[config.mk]
export PLATFORM = sky130hd
export DESIGN_NAME = vapc_top
export DESIGN_NICKNAME = d
export VERILOG_FILES = /design/src/include/vapc_pkg.sv /design/src/include/vapc_pin_if.sv /design/src/hw/vapc_sync.sv /design/src/hw/vapc_top.sv
export VERILOG_INCLUDE_DIRS = /design/src /design/src/include
export SDC_FILE = /design/constraint.sdc
export NUM_CORES = 1
export LEC_CHECK = 0
export ABC_AREA = 1
export BUFFER_PORTS_ARGS = -buffer_cell sky130_fd_sc_hd__buf_2
export CAP_MARGIN = 15
export CELL_PAD_IN_SITES_DETAIL_PLACEMENT = 1
export CELL_PAD_IN_SITES_GLOBAL_PLACEMENT = 2
export CORE_ASPECT_RATIO = 0.75
export CORE_MARGIN = 5
export CORE_UTILIZATION = 39
export CTS_BUF_LIST = sky130_fd_sc_hd__clkbuf_4
export DETAILED_ROUTE_END_ITERATION = 6
export HOLD_SLACK_MARGIN = 0.06
export PLACE_DENSITY_LB_ADDON = 0.1
export REMOVE_ABC_BUFFERS = 1
export SLEW_MARGIN = 20
export SYNTH_ARGS = -nofsm -noshare
export SYNTH_HDL_FRONTEND = slang
export SYNTH_SLANG_ARGS = --single-unit
[constraint.sdc]
create_clock -name core_clk_in -period 18.5 [get_ports core_clk_in]
set_input_delay 3.7 -clock core_clk_in [delete_from_list [all_inputs] [get_ports core_clk_in]]
set_output_delay 3.7 -clock core_clk_in [all_outputs]
set_load 0.02 [all_outputs]
[src/include/vapc_defs.svh]
// Register offsets, field positions, reset values and timing for the valve pilot block
`ifndef VAPC_DEFS_SVH
`define VAPC_DEFS_SVH

// ==========================================================================
// Register byte offsets
`define VAPC_ADDR_W          8
`define VAPC_OFF_CTRL        8'h00
`define VAPC_OFF_SETPT       8'h04
`define VAPC_OFF_LIMIT       8'h08
`define VAPC_OFF_STATUS      8'h0C
`define VAPC_OFF_ODOM        8'h10
`define VAPC_OFF_STROKE      8'h14
`define VAPC_OFF_CLEAR       8'h18

// ==========================================================================
// Control register fields
`define VAPC_CTRL_DUAL       0
`define VAPC_CTRL_PULSE      1
`define VAPC_CTRL_INV0       2
`define VAPC_CTRL_INV1       3
`define VAPC_CTRL_PVBK0      4
`define VAPC_CTRL_PVBK1      5
`define VAPC_CTRL_AUTO0      6
`define VAPC_CTRL_AUTO1      7
`define VAPC_CTRL_W          8
`define VAPC_CTRL_RST        8'hC0

// ==========================================================================
// Setpoint register fields
`define VAPC_SETPT_SP0       0
`define VAPC_SETPT_SP1       1
`define VAPC_SETPT_MAN0      2
`define VAPC_SETPT_MAN1      3
`define VAPC_SETPT_W         4
`define VAPC_SETPT_RST       4'h0

// ==========================================================================
// Clear register fields, stroke limit reset, tick timing
`define VAPC_CLR_ODOM        0
`define VAPC_CLR_ALARM       1
`define VAPC_LIMIT_RST       16'h1388
`define VAPC_CLK_MHZ         250
`define VAPC_TICK_US         1000
`define VAPC_TICK_CYCLES     (`VAPC_TICK_US * `VAPC_CLK_MHZ)

`endif

[src/include/vapc_pkg.sv]
// Types shared by the valve pilot block
package vapc_pkg;

	// ======================================================================
	// Decoded valve position from the two limit switches
	typedef enum logic [1:0] {
		VAPC_POS_MOVING = 2'b00,
		VAPC_POS_CLOSED = 2'b01,
		VAPC_POS_OPENED = 2'b10,
		VAPC_POS_BADADJ = 2'b11
	} vapc_pos_t;

endpackage : vapc_pkg

[src/include/vapc_pin_if.sv]
// Raw pin levels and their synchronised copies between the top and the synchroniser
`timescale 1ns/1ps

interface vapc_pin_if #(
	parameter int W = 5
);
	logic [W-1:0] raw;   // Levels straight from the pins
	logic [W-1:0] sync;  // Levels after two flip-flops

	// Synchroniser side
	modport sync_side (input raw, output sync);
	// Block logic side
	modport user_side (output raw, input sync);
endinterface : vapc_pin_if

[src/hw/vapc_sync.sv]
// Two-stage synchroniser for the asynchronous pin inputs
`timescale 1ns/1ps

module vapc_sync #(
	parameter int W = 5
) (
	input  wire logic         core_clk_in,
	input  wire logic         rst_in,
	vapc_pin_if.sync_side     pins
);

	logic [W-1:0] stage1_r;  // First stage, read only by the second
	logic [W-1:0] stage2_r;  // Second stage, safe to use

	// ======================================================================
	// Synchroniser chain
	// Stage one may go metastable, so nothing but stage two looks at it
	always_ff @(posedge core_clk_in or posedge rst_in) begin
		if (rst_in) begin
			stage1_r <= '0;
			stage2_r <= '0;
		end else begin
			stage1_r <= pins.raw;
			stage2_r <= stage1_r;
		end
	end

	assign pins.sync = stage2_r;

endmodule : vapc_sync

[src/hw/vapc_top.sv]
// Valve actuator pilot control: coil drive, position readback, odometer and stroke timer
//
// What this block does
// - Single coil: block one drives both coils
// - Auto output follows setpoint, optionally inverted
// - Dual coil: opposite outputs steer, equal hold
// - Pulse mode drops coil after stroke limit, in dual coil only
// - Constant mode holds coil until new outputs
// - Upper switch closed flag, lower opened flag
// - Readbacks mirror upper and lower switches
// - Readback pair decodes moving, closed, opened, bad
// - Readback copied to process value, optional backcalc
// - Normally closed jumpers: no continuity reads one
// - Normally open jumpers invert contact sense
// - Contact state also drives external alarm
// - Counter counts each open/close transition
// - Counter clear write zeroes stroke counter
// - Time stroke from command to target switch
// - Alarm when stroke time exceeds limit
// - Stroke alarm drives alarm input block
// - Alarm latched until alarm clear written
//
// The register offsets and the APB slave port were decided locally.
`timescale 1ns/1ps
`include "vapc_defs.svh"

module vapc_top #(
	parameter int TICK_CYCLES = `VAPC_TICK_CYCLES,  // Clock cycles per timer tick
	parameter int CNT_W       = 32,                 // Stroke counter width
	parameter int TIME_W      = 16                  // Stroke time and limit width
) (
	input  wire logic                    core_clk_in,
	input  wire logic                    rst_in,
	// APB slave
	input  wire logic                    psel_in,
	input  wire logic                    penable_in,
	input  wire logic                    pwrite_in,
	input  wire logic [`VAPC_ADDR_W-1:0] paddr_in,
	input  wire logic [31:0]             pwdata_in,
	output logic      [31:0]             prdata_out,
	output logic                         pready_out,
	output logic                         pslverr_out,
	// Field pins
	input  wire logic                    upper_limit_switch_in,
	input  wire logic                    lower_limit_switch_in,
	input  wire logic                    aux_contact_terminals_in,
	input  wire logic                    polarity_jumper_a_in,
	input  wire logic                    polarity_jumper_b_in,
	output logic                         open_coil_terminals_out,
	output logic                         close_coil_terminals_out,
	// Function block facing results
	output logic                         closed_status_flag_out,
	output logic                         opened_status_flag_out,
	output logic [1:0]                   position_readback_out,
	output logic [1:0]                   process_value_out,
	output logic [1:0]                   backcalc_output_out,
	output logic                         alarm_input_block_out,
	output logic                         contact_input_block_out,
	output logic                         ext_alarm_out
);

	// ======================================================================
	// Pin synchronisation
	vapc_pin_if #(.W(5)) pins_if ();

	logic upper_sw;   // Upper switch, tripped at closed
	logic lower_sw;   // Lower switch, tripped at open
	logic aux_cont;   // High while the dry contact conducts
	logic jmp_a_no;   // Jumper A in normally-open position
	logic jmp_b_no;   // Jumper B in normally-open position

	assign pins_if.raw = {polarity_jumper_b_in, polarity_jumper_a_in, aux_contact_terminals_in,
		lower_limit_switch_in, upper_limit_switch_in};

	vapc_sync #(.W(5)) u_sync (
		.core_clk_in (core_clk_in),
		.rst_in      (rst_in),
		.pins        (pins_if.sync_side)
	);

	assign upper_sw = pins_if.sync[0];
	assign lower_sw = pins_if.sync[1];
	assign aux_cont = pins_if.sync[2];
	assign jmp_a_no = pins_if.sync[3];
	assign jmp_b_no = pins_if.sync[4];

	// ======================================================================
	// APB slave
	logic                     access;       // Access phase in progress
	logic                     wr_fire;      // Write completes this edge
	logic                     addr_hit;     // Address maps to a register
	logic [31:0]              rd_data;      // Read mux output
	logic                     pready_r;     // Answer strobe
	logic                     pslverr_r;    // Error answer
	logic [31:0]              prdata_r;     // Captured read data

	logic [`VAPC_CTRL_W-1:0]  ctrl_r;       // Mode, invert, backcalc, auto bits
	logic [`VAPC_SETPT_W-1:0] setpt_r;      // Setpoints and manual outputs
	logic [TIME_W-1:0]        limit_r;      // Stroke time limit in ticks
	logic                     odo_clr;      // Counter clear request
	logic                     alm_clr;      // Alarm clear request

	assign access  = psel_in & penable_in;
	assign wr_fire = access & pready_r & pwrite_in & addr_hit;
	assign odo_clr = wr_fire & (paddr_in == `VAPC_OFF_CLEAR) & pwdata_in[`VAPC_CLR_ODOM];
	assign alm_clr = wr_fire & (paddr_in == `VAPC_OFF_CLEAR) & pwdata_in[`VAPC_CLR_ALARM];

	// Decode of mapped words; anything else answers with an error
	always_comb begin
		case (paddr_in)
			`VAPC_OFF_CTRL, `VAPC_OFF_SETPT, `VAPC_OFF_LIMIT, `VAPC_OFF_STATUS,
			`VAPC_OFF_ODOM, `VAPC_OFF_STROKE, `VAPC_OFF_CLEAR: begin
				addr_hit = 1'b1;
			end
			default: begin
				addr_hit = 1'b0;
			end
		endcase
	end

	// One wait state: the answer is built from registers, so prdata stays a flop
	always_ff @(posedge core_clk_in or posedge rst_in) begin
		if (rst_in) begin
			pready_r  <= 1'b0;
			pslverr_r <= 1'b0;
			prdata_r  <= 32'h0000_0000;
		end else if (access & ~pready_r) begin
			pready_r  <= 1'b1;
			pslverr_r <= ~addr_hit;
			prdata_r  <= pwrite_in ? 32'h0000_0000 : rd_data;
		end else begin
			pready_r  <= 1'b0;
			pslverr_r <= 1'b0;
		end
	end

	// Software-writable configuration
	always_ff @(posedge core_clk_in or posedge rst_in) begin
		if (rst_in) begin
			ctrl_r  <= `VAPC_CTRL_RST;
			setpt_r <= `VAPC_SETPT_RST;
			limit_r <= `VAPC_LIMIT_RST;
		end else if (wr_fire) begin
			case (paddr_in)
				`VAPC_OFF_CTRL:  ctrl_r  <= pwdata_in[`VAPC_CTRL_W-1:0];
				`VAPC_OFF_SETPT: setpt_r <= pwdata_in[`VAPC_SETPT_W-1:0];
				`VAPC_OFF_LIMIT: limit_r <= pwdata_in[TIME_W-1:0];
				default: begin
					// Read-only and clear words store nothing
				end
			endcase
		end
	end

	// ======================================================================
	// Output block values
	logic [1:0] blk_out_nxt;  // Next value of both output blocks
	logic [1:0] blk_out_r;    // Current value of both output blocks
	logic       cmd_new;      // Outputs change this edge
	logic       dual_mode;    // Dual coil operation selected
	logic       pulse_mode;   // Pulse drive selected

	assign dual_mode  = ctrl_r[`VAPC_CTRL_DUAL];
	assign pulse_mode = ctrl_r[`VAPC_CTRL_PULSE];

	// setpoint tracking, invert
	// Outside automatic mode the manual bits stand for the output directly
	always_comb begin
		blk_out_nxt[0] = ctrl_r[`VAPC_CTRL_AUTO0] ?
			(setpt_r[`VAPC_SETPT_SP0] ^ ctrl_r[`VAPC_CTRL_INV0]) : setpt_r[`VAPC_SETPT_MAN0];
		blk_out_nxt[1] = ctrl_r[`VAPC_CTRL_AUTO1] ?
			(setpt_r[`VAPC_SETPT_SP1] ^ ctrl_r[`VAPC_CTRL_INV1]) : setpt_r[`VAPC_SETPT_MAN1];
	end

	assign cmd_new = (blk_out_nxt != blk_out_r);

	// Registered copy used to spot a new command
	always_ff @(posedge core_clk_in or posedge rst_in) begin
		if (rst_in) begin
			blk_out_r <= 2'b00;
		end else begin
			blk_out_r <= blk_out_nxt;
		end
	end

	// ======================================================================
	// Timer tick
	logic [31:0] tick_cnt_r;  // Cycle count within one tick
	logic        tick_r;      // One-cycle tick pulse

	always_ff @(posedge core_clk_in or posedge rst_in) begin
		if (rst_in) begin
			tick_cnt_r <= 32'h0000_0000;
			tick_r     <= 1'b0;
		end else if (tick_cnt_r == 32'(TICK_CYCLES - 1)) begin
			tick_cnt_r <= 32'h0000_0000;
			tick_r     <= 1'b1;
		end else begin
			tick_cnt_r <= tick_cnt_r + 32'h0000_0001;
			tick_r     <= 1'b0;
		end
	end

	// ======================================================================
	// Coil drive
	logic              open_coil_r;   // Open coil energised
	logic              close_coil_r;  // Close coil energised
	logic [TIME_W-1:0] pulse_cnt_r;   // Ticks since the pulse began
	logic              pulse_done;    // Pulse has run its length

	assign pulse_done = (pulse_cnt_r >= limit_r);

	// Pulse length counter, restarted by every new command
	always_ff @(posedge core_clk_in or posedge rst_in) begin
		if (rst_in) begin
			pulse_cnt_r <= '0;
		end else if (cmd_new) begin
			pulse_cnt_r <= '0;
		end else if (tick_r & ~pulse_done) begin
			pulse_cnt_r <= pulse_cnt_r + 1'b1;
		end
	end

	// Coil states; equal dual outputs must not disturb a held coil
	always_ff @(posedge core_clk_in or posedge rst_in) begin
		if (rst_in) begin
			open_coil_r  <= 1'b0;
			close_coil_r <= 1'b0;
		end else if (!dual_mode) begin
			open_coil_r  <= blk_out_nxt[0];
			close_coil_r <= blk_out_nxt[0];
		end else if (cmd_new && blk_out_nxt == 2'b01) begin
			open_coil_r  <= 1'b1;
			close_coil_r <= 1'b0;
		end else if (cmd_new && blk_out_nxt == 2'b10) begin
			open_coil_r  <= 1'b0;
			close_coil_r <= 1'b1;
		end else if (pulse_mode && pulse_done) begin
			open_coil_r  <= 1'b0;
			close_coil_r <= 1'b0;
		end
	end

	// ======================================================================
	// Switch readback and position flags
	logic [1:0]         rb_r;      // Readback pair, bit 0 upper, bit 1 lower
	logic [1:0]         bkcal_r;   // Back-calculation outputs
	vapc_pkg::vapc_pos_t pos_r;    // Decoded position

	always_ff @(posedge core_clk_in or posedge rst_in) begin
		if (rst_in) begin
			rb_r <= 2'b00;
		end else begin
			rb_r <= {lower_sw, upper_sw};
		end
	end

	always_ff @(posedge core_clk_in or posedge rst_in) begin
		if (rst_in) begin
			pos_r <= vapc_pkg::VAPC_POS_MOVING;
		end else begin
			case ({lower_sw, upper_sw})
				2'b01:   pos_r <= vapc_pkg::VAPC_POS_CLOSED;
				2'b10:   pos_r <= vapc_pkg::VAPC_POS_OPENED;
				2'b11:   pos_r <= vapc_pkg::VAPC_POS_BADADJ;
				default: pos_r <= vapc_pkg::VAPC_POS_MOVING;
			endcase
		end
	end

	// process value to backcalc
	// Without the option the back-calculation reports the block output instead
	always_ff @(posedge core_clk_in or posedge rst_in) begin
		if (rst_in) begin
			bkcal_r <= 2'b00;
		end else begin
			bkcal_r[0] <= ctrl_r[`VAPC_CTRL_PVBK0] ? upper_sw : blk_out_r[0];
			bkcal_r[1] <= ctrl_r[`VAPC_CTRL_PVBK1] ? lower_sw : blk_out_r[1];
		end
	end

	// ======================================================================
	// Auxiliary dry contact
	logic contact_r;  // Contact input block value
	logic ext_alm_r;  // External alarm status

	// contact polarity
	// Only both jumpers in normally-open flip the sense; a mixed pair acts as normally closed
	always_ff @(posedge core_clk_in or posedge rst_in) begin
		if (rst_in) begin
			contact_r <= 1'b0;
			ext_alm_r <= 1'b0;
		end else begin
			contact_r <= (jmp_a_no & jmp_b_no) ? aux_cont : ~aux_cont;
			ext_alm_r <= (jmp_a_no & jmp_b_no) ? aux_cont : ~aux_cont;
		end
	end

	// ======================================================================
	// Stroke timing
	logic              timing_r;     // Stroke in progress
	logic              tgt_open_r;   // Commanded position is open
	logic [TIME_W-1:0] run_cnt_r;    // Ticks since the move command
	logic [TIME_W-1:0] stroke_r;     // Last published stroke time
	logic              move_cmd;     // A move command this edge
	logic              move_open;    // That command is toward open
	logic              stroke_done;  // Target switch reached
	logic              alarm_r;      // Latched stroke alarm
	logic              alarm_set;    // Stroke exceeded the limit

	// Single coil: energised means open; dual: only opposite outputs move
	assign move_cmd    = cmd_new & (~dual_mode | (blk_out_nxt[0] ^ blk_out_nxt[1]));
	assign move_open   = blk_out_nxt[0];
	assign stroke_done = timing_r & (tgt_open_r ? lower_sw : upper_sw);
	assign alarm_set   = timing_r & (run_cnt_r > limit_r);

	// stroke measurement
	// The running count saturates so a stuck valve never wraps to a short time
	always_ff @(posedge core_clk_in or posedge rst_in) begin
		if (rst_in) begin
			timing_r   <= 1'b0;
			tgt_open_r <= 1'b0;
			run_cnt_r  <= '0;
			stroke_r   <= '0;
		end else if (move_cmd) begin
			timing_r   <= 1'b1;
			tgt_open_r <= move_open;
			run_cnt_r  <= '0;
		end else if (stroke_done) begin
			timing_r   <= 1'b0;
			stroke_r   <= run_cnt_r;
		end else if (timing_r && tick_r && run_cnt_r != '1) begin
			run_cnt_r  <= run_cnt_r + 1'b1;
		end
	end

	// latched alarm
	// A new overrun in the clearing cycle wins over the clear
	always_ff @(posedge core_clk_in or posedge rst_in) begin
		if (rst_in) begin
			alarm_r <= 1'b0;
		end else if (alarm_set) begin
			alarm_r <= 1'b1;
		end else if (alm_clr) begin
			alarm_r <= 1'b0;
		end
	end

	// ======================================================================
	// Stroke counter
	logic [CNT_W-1:0] odo_r;       // Completed strokes
	logic             end_valid_r; // A stroke has ended since reset
	logic             end_open_r;  // Last stroke ended open
	logic             odo_inc;     // Count this stroke

	assign odo_inc = stroke_done & (~end_valid_r | (end_open_r != tgt_open_r));

	// Last end position
	always_ff @(posedge core_clk_in or posedge rst_in) begin
		if (rst_in) begin
			end_valid_r <= 1'b0;
			end_open_r  <= 1'b0;
		end else if (stroke_done) begin
			end_valid_r <= 1'b1;
			end_open_r  <= tgt_open_r;
		end
	end

	always_ff @(posedge core_clk_in or posedge rst_in) begin
		if (rst_in) begin
			odo_r <= '0;
		end else if (odo_clr) begin
			// A stroke ending with the clear is kept
			odo_r <= odo_inc ? CNT_W'(1) : '0;
		end else if (odo_inc && odo_r != '1) begin
			odo_r <= odo_r + 1'b1;
		end
	end

	// ======================================================================
	// Read mux
	always_comb begin
		rd_data = 32'h0000_0000;
		case (paddr_in)
			`VAPC_OFF_CTRL:   rd_data[`VAPC_CTRL_W-1:0]  = ctrl_r;
			`VAPC_OFF_SETPT:  rd_data[`VAPC_SETPT_W-1:0] = setpt_r;
			`VAPC_OFF_LIMIT:  rd_data[TIME_W-1:0]        = limit_r;
			`VAPC_OFF_STATUS: rd_data[11:0] = {timing_r, close_coil_r, open_coil_r, ext_alm_r,
				contact_r, alarm_r, pos_r, rb_r, rb_r[1], rb_r[0]};
			`VAPC_OFF_ODOM:   rd_data[CNT_W-1:0]         = odo_r;
			`VAPC_OFF_STROKE: rd_data[TIME_W-1:0]        = stroke_r;
			default: begin
				// Clear word and holes read as zero
			end
		endcase
	end

	// ======================================================================
	// Outputs, all from flip-flops
	assign prdata_out               = prdata_r;
	assign pready_out               = pready_r;
	assign pslverr_out              = pslverr_r;
	assign open_coil_terminals_out  = open_coil_r;
	assign close_coil_terminals_out = close_coil_r;
	assign closed_status_flag_out   = rb_r[0];
	assign opened_status_flag_out   = rb_r[1];
	assign position_readback_out    = rb_r;
	assign process_value_out        = rb_r;
	assign backcalc_output_out      = bkcal_r;
	assign alarm_input_block_out    = alarm_r;
	assign contact_input_block_out  = contact_r;
	assign ext_alarm_out            = ext_alm_r;

endmodule : vapc_top

## After elaboration in Yosys (flattened, before gate mapping)

Index checks and enable logic that the tools add are counted.

- Input bits: 50
- Bits in registers: 201
- Logic and storage cells: 131

- Equal/unequal tests: 18
- $lt $le $gt $ge: 2
- Reductions and logical operators: 18
- Muxes and demuxes: 37
- Bitwise logic cells: 26
- Add/sub/neg operators: 4

Operator list:

| kind | count |
|---|---|
| 2-to-1 mux 32 bit | 4 |
| 2-to-1 mux 16 bit | 6 |
| adder 32 x 1 -> 32 bit, second input constant | 2 |
| adder 16 x 1 -> 16 bit, second input constant | 2 |
| equality test 32 x 18 -> 1 bit, second input constant | 1 |
| inequality test 32 bit, second input constant | 1 |
| equality test 8 x 5 -> 1 bit, second input constant | 3 |
| one-hot mux 4 bit (6 select lines) | 1 |
| 2-to-1 mux 1 bit | 22 |
| one-hot mux 4 bit (5 select lines) | 1 |
| equality test 8 x 4 -> 1 bit, second input constant | 2 |
| greater-or-equal comparator 16 bit | 1 |
| > comparator 16 bit | 1 |
| inequality test 16 bit, second input constant | 1 |
| one-hot mux 4 bit (4 select lines) | 1 |
| AND 1 bit | 14 |
| one-hot mux 4 bit (3 select lines) | 1 |
| AND reduction 2 bit | 5 |
| nonzero test 2 bit | 5 |
| equality test 8 x 3 -> 1 bit, second input constant | 1 |
| logical NOT 8 bit | 1 |
| inverter 1 bit | 7 |
| OR reduction 7 bit | 1 |
| equality test 2 bit, second input constant | 3 |
| other kinds (9) | 18 |

## Depth between registers and ports, before layout

Gate-level depths: netlist of run 1.

- Depth after elaboration: 8
- Mapped depth: 14
- Gate-level depth less buffers: 13

## Hierarchy

From an unflattened synthesis of run 1, not the netlist that was laid out.

- Cells, all modules: 1,453
- Area, all modules: 11,086.9 µm²

By module, submodules not included:

| module | area each (µm²) | seq. area each (µm²) | times used | cells each |
|---|---|---|---|---|
| vapc_top | 10,832.9 | 4,788.3 | 1 | 1,442 |
| vapc_sync | 254.0 | 250.2 | 1 | 11 |

## Least setup slack after synthesis of run 1

Ideal clock, no wire load.

- Path kind: input -> register
- Start: in paddr_in[5]
- End: reg ctrl_r[0]
- Path slack: 13.637 ns
- Setup time: 0.126 ns
- Cell stages on the path: 7
- Arrival: 4.737 ns
- Buffers on the path: 1
- Required time: 18.374 ns
- Cell sequence: inv_1 nand3_1 a311oi_2 nand2_1 nor2_1 buf_2 o21ai_0

- Longest elaborated chain between the ends: 5
- Elaborated cells on any way between the ends: 11
- Classes of those cells: 6 x eq/ne; 1 x mux; 1 x bitwise; 3 x reduce/logical

Ends and longest elaborated chain:

| item | line | RTL |
|---|---|---|
| from (decl) | vapc_top.sv:38 | `` input wire logic [`VAPC_ADDR_W-1:0] paddr_in, `` |
| equality test 8 x 5 -> 1 bit (tied with other cells) | vapc_top.sv:110 | `case (paddr_in)` |
| OR reduction 7 bit | vapc_top.sv:110 |  |
| 2-to-1 mux 1 bit | vapc_top.sv:110 |  |
| AND 1 bit | vapc_top.sv:104 | `assign wr_fire = access & pready_r & pwrite_in & addr_hit;` |
| AND reduction 2 bit (no source line) (*) | n/a |  |
| to (signal assigned) | vapc_top.sv:140 | `` ctrl_r <= `VAPC_CTRL_RST; `` |
| to (signal assigned) | vapc_top.sv:145 | `` `VAPC_OFF_CTRL: ctrl_r <= pwdata_in[`VAPC_CTRL_W-1:0]; `` |
| to (decl) | vapc_top.sv:97 | `` logic [`VAPC_CTRL_W-1:0] ctrl_r; `` |

Mark *: on every way between the ends. The rest lies on a longest branch, timed or not.
A chain may end at the register's enable or synchronous reset.

## Worst setup path after layout of run 1

- Start: in paddr_in[5]
- End: reg odo_r[0]

- Longest elaborated chain between the ends: 7
- Elaborated cells on any way between the ends: 14
- Classes of those cells: 6 x eq/ne; 2 x mux; 3 x bitwise; 3 x reduce/logical

Ends and longest elaborated chain:

| item | line | RTL |
|---|---|---|
| equality test 8 x 5 -> 1 bit (tied with other cells) | vapc_top.sv:110 |  |
| OR reduction 7 bit | vapc_top.sv:110 |  |
| 2-to-1 mux 1 bit | vapc_top.sv:110 |  |
| AND 1 bit | vapc_top.sv:104 |  |
| AND 1 bit (*) (2 in a row) | vapc_top.sv:105 | `` assign odo_clr = wr_fire & (paddr_in == `VAPC_OFF_CLEAR) & pwdata_in[`VAPC_CLR_ODOM]; `` |
| 2-to-1 mux 32 bit / nonzero test 2 bit (equally long branches) | n/a |  |
| to (signal assigned) | vapc_top.sv:374 | `odo_r <= odo_inc ? CNT_W'(1) : '0;` |
| to (signal assigned) | vapc_top.sv:376 | `odo_r <= odo_r + 1'b1;` |
| to (decl) | vapc_top.sv:351 | `logic [CNT_W-1:0] odo_r;` |

Marked as above.

==> results.md, run 1 <==
- CTS clk-pin slew, worst paths: 0.07 ns
- Actual slew at the worst max-slew pin: 0.898 ns
- Reg-to-Reg End: pulse_cnt_r[10]
- Post-CTS setup buffers: 0
- Setup TNS: 0 ns
- Initial Utilization: 0.398
- Critical path destination: odo_r[0]
- Critical path startpoint category: input port
- Pwr dens: 68.7 nW/µm²
- Multi-input gate area: 5300 µm²
- Via density per instance: 5.01
- VDD IR max: 0.0744 mV
- Max Buffers Root-to-Sink: 3
- Data required, critical path: 19.07 ns
- Avg Inst Size Synth: 7.66 µm²
- Maxcap violations: 0
- Post-CTS sizing: 0
- Later-pin clock latency in the skew report: 0.71 ns
- GR Overflow Total: 0
- Syn Std Cell Area: 11200 µm²
- Routed WL: 35.4 mm
- GRT met2 Usage: 0.323
- Die height: 157 µm
- Worst Path Max Fanout: 15
- Setup Crit Path Kind: in2reg
- CP arrival: 6.19 ns
- Drt wl/cell: 17.7 µm
- Critical-path cell list: buf_2 > inv_1 > nand4_1 > nor2_1 > nand3_1 > inv_1 > o21ai_0 > nand2_1 > o21ai_1
- Detailed Routing Iterations Pass 1: 5
- RSZ-0062 raised after global routing: no
- Post-DP HPWL: 26.8 mm
- Slowest CP cell: inv_1
- Root Buffer Master: clkbuf_4
- Met3 global-route usage: 0.0389
- Async S/R FF share, synth: 1.00
- Seq. cell area: 5040 µm²
- Fmax: 178 MHz
- Area Overhead vs Synth: 12.3%
- Overall die width: 206 µm
- DR DRC count: 0
- Iter 0 DRT Violations: 490
- Largest cells by area after synthesis: dfrtp_1 (43%), nand2_1 (14%), inv_1 (5.6%), nor2_1 (5.2%), o21ai_0 (4.8%)
- Vias in the first global route: 10300
- Top cell type's share of synthesized area: 0.433
- Core ar.: 28200 µm²
- Fin. Hold Viols: 0
- Clock H-tree levels: 2
- Final setup fails: 0
- Worst path bufs/invs: 3
- Routability congestion estimate: 0.866
- Crit-path max cell delay: 0.82 ns
- Critical Path End Type: flip-flop
- Period utilisation layout: 0.304
- Hold path startpoint: u_sync.stage1_r[2]
- Clk_skew: 0.0274 ns
- Met1 Resource Use GR: 0.357
- Worst rel slew slack: 0.399
- Ports: 97
- Cts hold-fix bufs: 0
- Via count: 10000
- Status: finished clean
- R2R depth: 9
- Register bit total from synthesis: 201
- Worst min path class: reg2reg
- Cell row count: 53
- Number of port buffers: 80
- Critical Path Stages: 9
- Synth area leader: dfrtp_1
- Distinct cells, synth: 46
- Layout cells sized above 1: 0.143
- Gr usage total: 0.226
- Global-route wire length before repair: 57.5 mm
- Filler cells: 3582
- Critical path origin: paddr_in[5]
- Synth Flop Type: dfrtp_1
- Die ar.: 32300 µm²
- GR peak layer: met1
- Leakage power: 6.48 nW
- Sequential share of the synthesized area: 0.449
- Top-count cell post-synth: nand2_1
- Reg2Reg Launch Point: limit_r[9]
- Yosys warning count: 0
- Fin crit period: 5.62 ns
- CTS tree: built
- Fin worst setup slack: 12.88 ns
- Antenna-violating nets left: 0
- Dpl ws: 12.12 ns
- Initial antenna violation count: 1
- Slew Viols, Final: 0
- Post-synth EDFFs: 0
- R2r setup slk: 15.55 ns
- Syn Inst Count: 1466
- Critical Path Most Common Cell: inv_1
- Hold slack: 0.350 ns
- Largest net degree at the start of global routing: 142
- Num CTS Buffers: 53
- CTS sink count: 201
- Nets: 1660
- Family with the most delay on the worst path: simple AND/OR/NAND/NOR gates
- Synth cell count leaders: nand2_1 (426), dfrtp_1 (194), inv_1 (167), nor2_1 (155), o21ai_0 (107)
==> how the worst min path moves through the flow <==
stage	endpoint	slack [ns]	cells past startpoint
floorplan	u_sync.pins.sync[0]	0.33	0
global placement	u_sync.pins.sync[0]	0.33	0
detailed placement	u_sync.pins.sync[2]	0.34	0
CTS	u_sync.pins.sync[2]	0.35	0
global route	u_sync.pins.sync[2]	0.36	0
finish	u_sync.pins.sync[2]	0.35	0
==> where the power goes <==
part           internal [W]  switching, W
combinational    0.00000501     0.0000187
sequential         0.000442    0.00000202
clock              0.000201      0.000198
==> layer usage <==
metal	share of wire	up-vias
met1	0.54	4844
met3	0.042	53
met2	0.40	165
li1	-	4961
met4	0.016	0
met5	0	-
==> stage by stage <==
| step | total power [W] | std cells | utilization | area, µm² |
|---|---|---|---|---|
| after floorplan | 0.000463 | 1433 | - | 11000 |
| after global placement | 0.000476 | 1902 | 0.423 | 11900 |
| after detailed placement | 0.000477 | 1902 | 0.423 | 11900 |
| after CTS | 0.000884 | 1998 | 0.447 | 12600 |
| after global routing | 0.000910 | 1999 | 0.447 | 12600 |
| final | 0.000866 | 1999 | 0.447 | 12600 |
==> flip-flops by register name, indices dropped and copies added (netlist names), 4 cells and up <==
register / cells
odo_r: 32
pulse_cnt_r: 16
tick_cnt_r: 32
u_sync.stage1_r: 5
setpt_r: 4
u_sync.pins.sync: 5
run_cnt_r: 16
stroke_r: 16
ctrl_r: 8
prdata_out: 32
limit_r: 16
==> layout by cell type (no fill, tap or decap), types with 8 or more instances in the layout <==
| cell | instances |
|---|---|
| a21oi_1 | 27 |
| buf_2 | 80 |
| clkbuf_4 | 75 |
| clkinv_1 | 18 |
| dfrtp_1 | 194 |
| ha_1 | 38 |
| inv_1 | 166 |
| nand2_1 | 426 |
| nand3_1 | 102 |
| nand3_2 | 8 |
| nand4_1 | 23 |
| nor2_1 | 155 |
| nor2_2 | 15 |
| nor3_1 | 42 |
| o21ai_0 | 107 |
| o21ai_1 | 13 |
| xor2_1 | 40 |
==> logic make-up (layout without fill, tap and decap cells) <==
| kind of cell | Yosys count | in the layout | synth area share |
|---|---|---|---|
| adders and majority gates | 38 | 38 | 0.0424 |
| and+or+nand+nor | 806 | 806 | 0.315 |
| other | 0 | 1 | 0 |
| DFF | 201 | 201 | 0.449 |
| buffers and inverters | 210 | 357 | 0.0790 |
| xor gates and xnor gates | 45 | 45 | 0.0351 |
| AOI/OAI and AO/OA | 166 | 166 | 0.0795 |
==> worst register-to-register path: stages, from the launching register on <==
cell     delay (ns)
dfstp_2        0.52
inv_1          0.08
ha_1           0.32
a21oi_1        0.13
o21ai_0        0.09
a21oi_1        0.42
nand3_1        0.61
nand2_2        0.51
nand2_1        0.13
nand2_1        0.09
==> layout make-up <==
cell class	count	share of cell area
inverters	177	0.0543
multi-input cells	1055	0.420
diodes	1	0.000198
clock buffers	75	0.0447
clock inverters	21	0.00863
flip-flops and latches	201	0.400
repair buffers	84	0.0341
well taps	385	0.0382
(Power assumes the default switching activity.)
==> inputs of run 2 (changes only) <==
--- a/config.mk
+++ b/config.mk
@@ -13,7 +13,7 @@
 export CELL_PAD_IN_SITES_GLOBAL_PLACEMENT = 2
 export CORE_ASPECT_RATIO = 0.75
 export CORE_MARGIN = 5
-export CORE_UTILIZATION = 39
+export CORE_UTILIZATION = 37
 export CTS_BUF_LIST = sky130_fd_sc_hd__clkbuf_4
 export DETAILED_ROUTE_END_ITERATION = 6
 export HOLD_SLACK_MARGIN = 0.06
==> constraint.sdc (replaced) <==
create_clock -name core_clk_in -period 5.5 [get_ports core_clk_in]
set_input_delay 1.1 -clock core_clk_in [delete_from_list [all_inputs] [get_ports core_clk_in]]
set_output_delay 1.1 -clock core_clk_in [all_outputs]
set_load 0.02 [all_outputs]
==> results.md, run 2 (synthesized netlist as in run 1, its figures left out) <==
- GR Overflow Total: 0 (unchanged)
- Root Buffer Master: clkbuf_4 (unchanged)
- Global-route wire length before repair: 58.2 mm (was 57.5 mm)
- Fin crit period: 2.85 ns
- Final cell count without fillers: 2023 (was 1999)
- Cts hold-fix bufs: 0 (unchanged)
- Most frequent cells in the layout: nand2_1 (426), dfrtp_1 (194), inv_1 (166), nor2_1 (155), o21ai_0 (107) (unchanged)
- Core ar.: 30100 µm² (was 28200 µm²)
- Critical Path End Type: flip-flop (unchanged)
- Largest net degree at the start of global routing: 139 (was 142)
- Critical path startpoint category: input port (unchanged)
- Post-CTS sizing: 0 (unchanged)
- Worst Path Max Fanout: 15 (unchanged)
- Data required, critical path: 6.13 ns (was 19.07 ns)
- Initial Utilization: 0.373 (was 0.398)
- Cell row count: 55 (was 53)
- Detailed Routing Iterations Pass 1: 5 (unchanged)
- Period utilisation layout: 0.519
- Worst rel slew slack: 0.448 (was 0.399)
- Leakage power: 6.53 nW (was 6.48 nW)
- Number of port buffers: 80 (unchanged)
- Post-CTS setup buffers: 0 (unchanged)
- CTS tree: built (unchanged)
- Fmax: 350 MHz
- Clk_skew: 0.0270 ns (was 0.0274 ns)
- R2R depth: 9 (unchanged)
- Filler cells: 3805 (was 3582)
- VDD IR max: 0.162 mV (was 0.0744 mV)
- DR DRC count: 0 (unchanged)
- Antenna-violating nets left: 0 (unchanged)
- Reg-to-Reg End: pulse_cnt_r[6] (was pulse_cnt_r[10])
- Critical-path cell list: buf_2 > inv_1 > nand4_1 > nor2_1 > nand3_1 > inv_1 > nand2_1 > o21ai_0 > nand2_1 > o21ai_1 (was buf_2 > inv_1 > nand4_1 > nor2_1 > nand3_1 > inv_1 > o21ai_0 > nand2_1 > o21ai_1)
- RSZ-0062 raised after global routing: no (unchanged)
- Die ar.: 34000 µm² (was 32300 µm²)
- Num CTS Buffers: 57 (was 53)
- Most common cell after layout, fill and taps aside: nand2_1 (unchanged)
- Status: finished clean (unchanged)
- Final Core Density: 0.422 (was 0.447)
- CTS sink count: 201 (unchanged)
- Iter 0 DRT Violations: 501 (was 490)
- Clock H-tree levels: 2 (unchanged)
- Dpl ws: 1.85 ns (was 12.12 ns)
- Hold slack: 0.353 ns (was 0.350 ns)
- Via density per instance: 5.03 (was 5.01)
- Layout cells sized above 1: 0.150 (was 0.143)
- Multi-input gate area: 5300 µm² (unchanged)
- Maxcap violations: 0 (unchanged)
- Slew Viols, Final: 0 (unchanged)
- Critical path origin: paddr_in[5] (unchanged)
- Area Overhead vs Synth: 13.2% (was 12.3%)
- CP arrival: 3.48 ns (was 6.19 ns)
- Routability congestion estimate: 0.844 (was 0.866)
- Initial antenna violation count: 1 (unchanged)
- Placed instance count: 1916 (was 1902)
- Final setup fails: 0 (unchanged)
- Fin. Hold Viols: 0 (unchanged)
- Crit-path max cell delay: 0.77 ns (was 0.82 ns)
- CTS clk-pin slew, worst paths: 0.07 ns (about the same)
- Overall die width: 211 µm (was 206 µm)
- Routed WL: 35.9 mm (was 35.4 mm)
- Drt wl/cell: 17.7 µm (about the same)
- Actual slew at the worst max-slew pin: 0.824 ns (was 0.898 ns)
- R2r setup slk: 2.76 ns (was 15.55 ns)
- Fin worst setup slack: 2.65 ns (was 12.88 ns)
- Critical path destination: odo_r[0] (unchanged)
- Via count: 10200 (was 10000)
- Worst min path class: reg2reg (unchanged)
- Max Buffers Root-to-Sink: 3 (unchanged)
- Setup TNS: 0 ns (unchanged)
- Setup Crit Path Kind: in2reg (unchanged)
- Post-DP HPWL: 27.0 mm (was 26.8 mm)
- Pwr dens: 236 nW/µm² (was 68.7 nW/µm²)
- Slowest CP cell: inv_1 (unchanged)
- Nets: 1664 (was 1660)
- Seq. cell area: 5040 µm² (unchanged)
- Reg2Reg Launch Point: limit_r[9] (unchanged)
- Later-pin clock latency in the skew report: 0.71 ns (about the same)
- Gr usage total: 0.215 (was 0.226)
- Vias in the first global route: 10500 (was 10300)
- Die height: 161 µm (was 157 µm)
- Ports: 97 (unchanged)
==> run 2: cell types whose count changed in the layout (fill, tap and decap cells not counted), sizes merged <==
| cell | before | now |
|---|---|---|
| bufinv | 1 | 0 |
| clkinvlp | 0 | 1 |
| clkbuf | 75 | 89 |
| inv | 175 | 177 |
| clkinv | 22 | 16 |
==> run 2: per-stage QoR <==
step                      area (µm²)  total power, W
after floorplan                11000         0.00156
after global placement         12000         0.00160
after detailed placement       12000         0.00160
after CTS                      12700         0.00306
after global routing           12700         0.00316
final                          12700         0.00300
==> run 2: final cells by class <==
type / count / area share
Antenna cell: 1 / 0.000197
Clock buffer: 89 / 0.0526
Clock inverter: 17 / 0.00532
Inverter: 177 / 0.0539
Multi-Input combinational cell: 1055 / 0.417
Sequential cell: 201 / 0.397
Tap cell: 399 / 0.0393
Timing Repair Buffer: 84 / 0.0349
==> run 2: worst max-delay path: cells and delay by family <==
kind	cells	cell delay, ns
AOI/OAI and AO/OA	2	0.18
buffers and inverters	3	0.95
and+or+nand+nor	5	1.26
==> run 2: routing by layer <==
| metal | global-route usage | part of all wire | up-vias |
|---|---|---|---|
| met5 | 0 | 0 | - |
| met4 | 0.0436 | 0.0089 | 0 |
| met3 | 0.0373 | 0.046 | 23 |
| met2 | 0.314 | 0.42 | 194 |
| met1 | 0.334 | 0.53 | 4999 |
| li1 | - | - | 4966 |
==> run 2: worst min-delay path by stage <==
stage / endpoint / from / depth (start not counted) / slack (ns)
floorplan: u_sync.pins.sync[0] / u_sync.stage1_r[0] / 0 / 0.33
global placement: u_sync.pins.sync[2] / u_sync.stage1_r[2] / 0 / 0.33
detailed placement: u_sync.pins.sync[3] / u_sync.stage1_r[3] / 0 / 0.34
CTS: u_sync.pins.sync[3] / u_sync.stage1_r[3] / 0 / 0.35
global route: u_sync.pins.sync[3] / u_sync.stage1_r[3] / 0 / 0.36
finish: u_sync.pins.sync[4] / u_sync.stage1_r[4] / 0 / 0.35
==> run 2: report_power, final <==
| group | internal (W) | switching, W | total [W] |
|---|---|---|---|
| combinational | 0.0000178 | 0.0000631 | 0.0000810 |
| clock | 0.000733 | 0.000690 | 0.00142 |
| sequential | 0.00149 | 0.00000659 | 0.00149 |
| total | 0.00224 | 0.000760 | 0.00300 |
==> inputs of run 3 (changes only) <==
--- a/config.mk
+++ b/config.mk
@@ -13,7 +13,7 @@
 export CELL_PAD_IN_SITES_GLOBAL_PLACEMENT = 2
 export CORE_ASPECT_RATIO = 0.75
 export CORE_MARGIN = 5
-export CORE_UTILIZATION = 37
+export CORE_UTILIZATION = 33
 export CTS_BUF_LIST = sky130_fd_sc_hd__clkbuf_4
 export DETAILED_ROUTE_END_ITERATION = 6
 export HOLD_SLACK_MARGIN = 0.06
==> constraint.sdc (replaced) <==
create_clock -name core_clk_in -period 2.56 [get_ports core_clk_in]
set_input_delay 0.512 -clock core_clk_in [delete_from_list [all_inputs] [get_ports core_clk_in]]
set_output_delay 0.512 -clock core_clk_in [all_outputs]
set_load 0.02 [all_outputs]
==> results.md, run 3 (synthesized netlist as in run 1, its figures left out) <==
- Seq pwr share: 0.493 (was 0.498)
- Area Overhead vs Synth: 18.1% (was 13.2%)
- Final setup fails: 0 (unchanged)
- Logic pwr share: 0.034 (was 0.027)
- Pwr dens: 490 nW/µm² (was 236 nW/µm²)
- Setup Crit Path Kind: in2reg (unchanged)
- Period utilisation layout: 0.922
- DR DRC count: 0 (unchanged)
- Vias in the first global route: 10800 (was 10500)
- Most common cell after layout, fill and taps aside: nand2_1 (unchanged)
- Post-CTS setup buffers: 0 (unchanged)
- Global-route wire length before repair: 60.8 mm (was 58.2 mm)
- Slew Viols, Final: 0 (unchanged)
- Hold path startpoint: pwrite_in (was u_sync.stage1_r[4])
- Num CTS Buffers: 59 (was 57)
- Initial antenna violation count: 2 (was 1)
- Overall die width: 223 µm (was 211 µm)
- Most frequent cells in the layout: nand2_1 (425), dfrtp_1 (194), inv_1 (166), nor2_1 (155), o21ai_0 (107) (was nand2_1 (426), dfrtp_1 (194), inv_1 (166), nor2_1 (155), o21ai_0 (107))
- Later-pin clock latency in the skew report: 0.75 ns (was 0.71 ns)
- Detailed Routing Iterations Pass 1: 4 (was 5)
- R2R depth: 10 (was 9)
- Worst min path class: in2reg (was reg2reg)
- Fmax: 423 MHz
- Fin crit period: 2.36 ns
- Fin. Hold Viols: 0 (unchanged)
- Clk_skew: 0.0493 ns (was 0.0270 ns)
- Core ar.: 33500 µm² (was 30100 µm²)
- Die ar.: 37800 µm² (was 34000 µm²)
- Cell row count: 58 (was 55)
- Number of port buffers: 80 (unchanged)
- Dpl ws: 0.256 ns (was 1.85 ns)
- R2r setup slk: 0.41 ns (was 2.76 ns)
- CTS sink count: 201 (unchanged)
- Max Buffers Root-to-Sink: 3 (unchanged)
- Antenna-violating nets left: 0 (unchanged)
- Reg2Reg Launch Point: limit_r[9] (unchanged)
- Filler cells: 4248 (was 3805)
- Fin worst setup slack: 0.199 ns (was 2.65 ns)
- Gr usage total: 0.202 (was 0.215)
- Ports: 97 (unchanged)
- Switching Share: 0.259 (was 0.254)
- Final Core Density: 0.395 (was 0.422)
- Largest net degree at the start of global routing: 86 (was 139)
- Routed WL: 37.6 mm (was 35.9 mm)
- Hold Path Depth: 4 (was 0)
- Iter 0 DRT Violations: 517 (was 501)
- Status: finished clean (unchanged)
- Die height: 170 µm (was 161 µm)
- Post-DP HPWL: 28.8 mm (was 27.0 mm)
- Clock H-tree levels: 2 (unchanged)
- VDD IR max: 0.336 mV (was 0.162 mV)
- CTS tree: built (unchanged)
- RSZ-0062 raised after global routing: no (unchanged)
- Leakage power: 6.79 nW (was 6.53 nW)
- Root Buffer Master: clkbuf_4 (unchanged)
- GR Overflow Total: 0 (unchanged)
- Layout cells sized above 1: 0.163 (was 0.150)
- Psw: 0.00169 W (was 0.000760 W)
- Via density per instance: 4.85 (was 5.03)
- Clock share of power: 0.473 (was 0.475)
- Routability congestion estimate: 0.830 (was 0.844)
- Via count: 10300 (was 10200)
- Critical path startpoint category: input port (unchanged)
- Reg-to-Reg End: pulse_cnt_r[5] (was pulse_cnt_r[6])
- Initial Utilization: 0.335 (was 0.373)
- Critical Path End Type: flip-flop (unchanged)
- CTS clk-pin slew, worst paths: 0.06 ns (was 0.07 ns)
- Worst Path Max Fanout: 15 (unchanged)
- P_int: 0.00481 W (was 0.00224 W)
- Drt wl/cell: 17.7 µm (about the same)
- Maxcap violations: 0 (unchanged)
- Worst rel slew slack: 0.544 (was 0.448)
- CP arrival: 2.98 ns (was 3.48 ns)
- Nets: 1721 (was 1664)
- Data required, critical path: 3.18 ns (was 6.13 ns)
- Actual slew at the worst max-slew pin: 0.679 ns (was 0.824 ns)
- Hold path endpoint: prdata_out[4] (was u_sync.pins.sync[4])
run 3: layer usage:
| metal | vias up | global-route usage | share of wire | wire, µm |
|---|---|---|---|---|
| met1 | 5033 | 0.303 | 0.52 | 19700 |
| met2 | 155 | 0.300 | 0.41 | 15600 |
| li1 | 5094 | - | - | - |
| met4 | 2 | 0.0519 | 0.020 | 740 |
| met5 | - | 0 | 0.00035 | 13 |
| met3 | 60 | 0.0372 | 0.041 | 1540 |
run 3: power by group through the flow:
stage | logic, W | registers (W) | clock network, W
CTS | 0.000227 | 0.00321 | 0.00322
detailed placement | 0.000199 | 0.00327 | 0
global route | 0.000248 | 0.00321 | 0.00338
floorplan | 0.0000748 | 0.00327 | 0
global placement | 0.000198 | 0.00327 | 0
finish | 0.000219 | 0.00321 | 0.00308
run 3: through the flow:
step / std cells / area, µm² / setup TNS (ns) / total power [W] / hold slack (ns)
after detailed placement: 1998 / 12300 / 0 / 0.00347 / 0.336
after global routing: 2131 / 13300 / 0 / 0.00684 / 0.135
after floorplan: 1433 / 11000 / -677.25 / 0.00335 / 0.331
after global placement: 1998 / 12300 / 0 / 0.00346 / 0.332
after CTS: 2130 / 13300 / 0 / 0.00666 / 0.107
final: 2131 / 13300 / 0 / 0.00650 / 0.195
run 3: how the worst max path moves through the flow:
stage / from / end / cells after the start
global placement: paddr_in[1] / prdata_out[30] / 8
global route: penable_in / prdata_out[27] / 9
CTS: penable_in / prdata_out[31] / 9
detailed placement: paddr_in[1] / prdata_out[16] / 8
floorplan: rst_in / alarm_input_block_out / 1
finish: penable_in / prdata_out[31] / 9
run 3: area by class of cell:
class	count	area, µm²	area share
Timing Repair Buffer	139	941	0.0710
Clock buffer	87	653	0.0493
Antenna cell	1	2.50	0.000189
Inverter	177	679	0.0512
Sequential cell	201	5040	0.380
Tap cell	450	563	0.0425
Clock inverter	21	81.3	0.00613
Multi-Input combinational cell	1055	5300	0.400
run 3: timing repair:
| item | CTS | global route |
|---|---|---|
| hold buffers | 24 | 0 |
| endpoints found under the hold margin | 104 | 0 |
| gates resized for setup | 0 | 1 |
| setup endpoints to repair | 0 | 15 |
run 3: critical path, stage by stage:
cell	delay, ns
dlygate4sd3_1	0.52
buf_2	0.10
nand2_1	0.05
dlygate4sd3_1	0.56
nor2_1	0.13
clkinv_1	0.11
nor2_2	0.44
nand2_2	0.32
o21ai_0	0.23
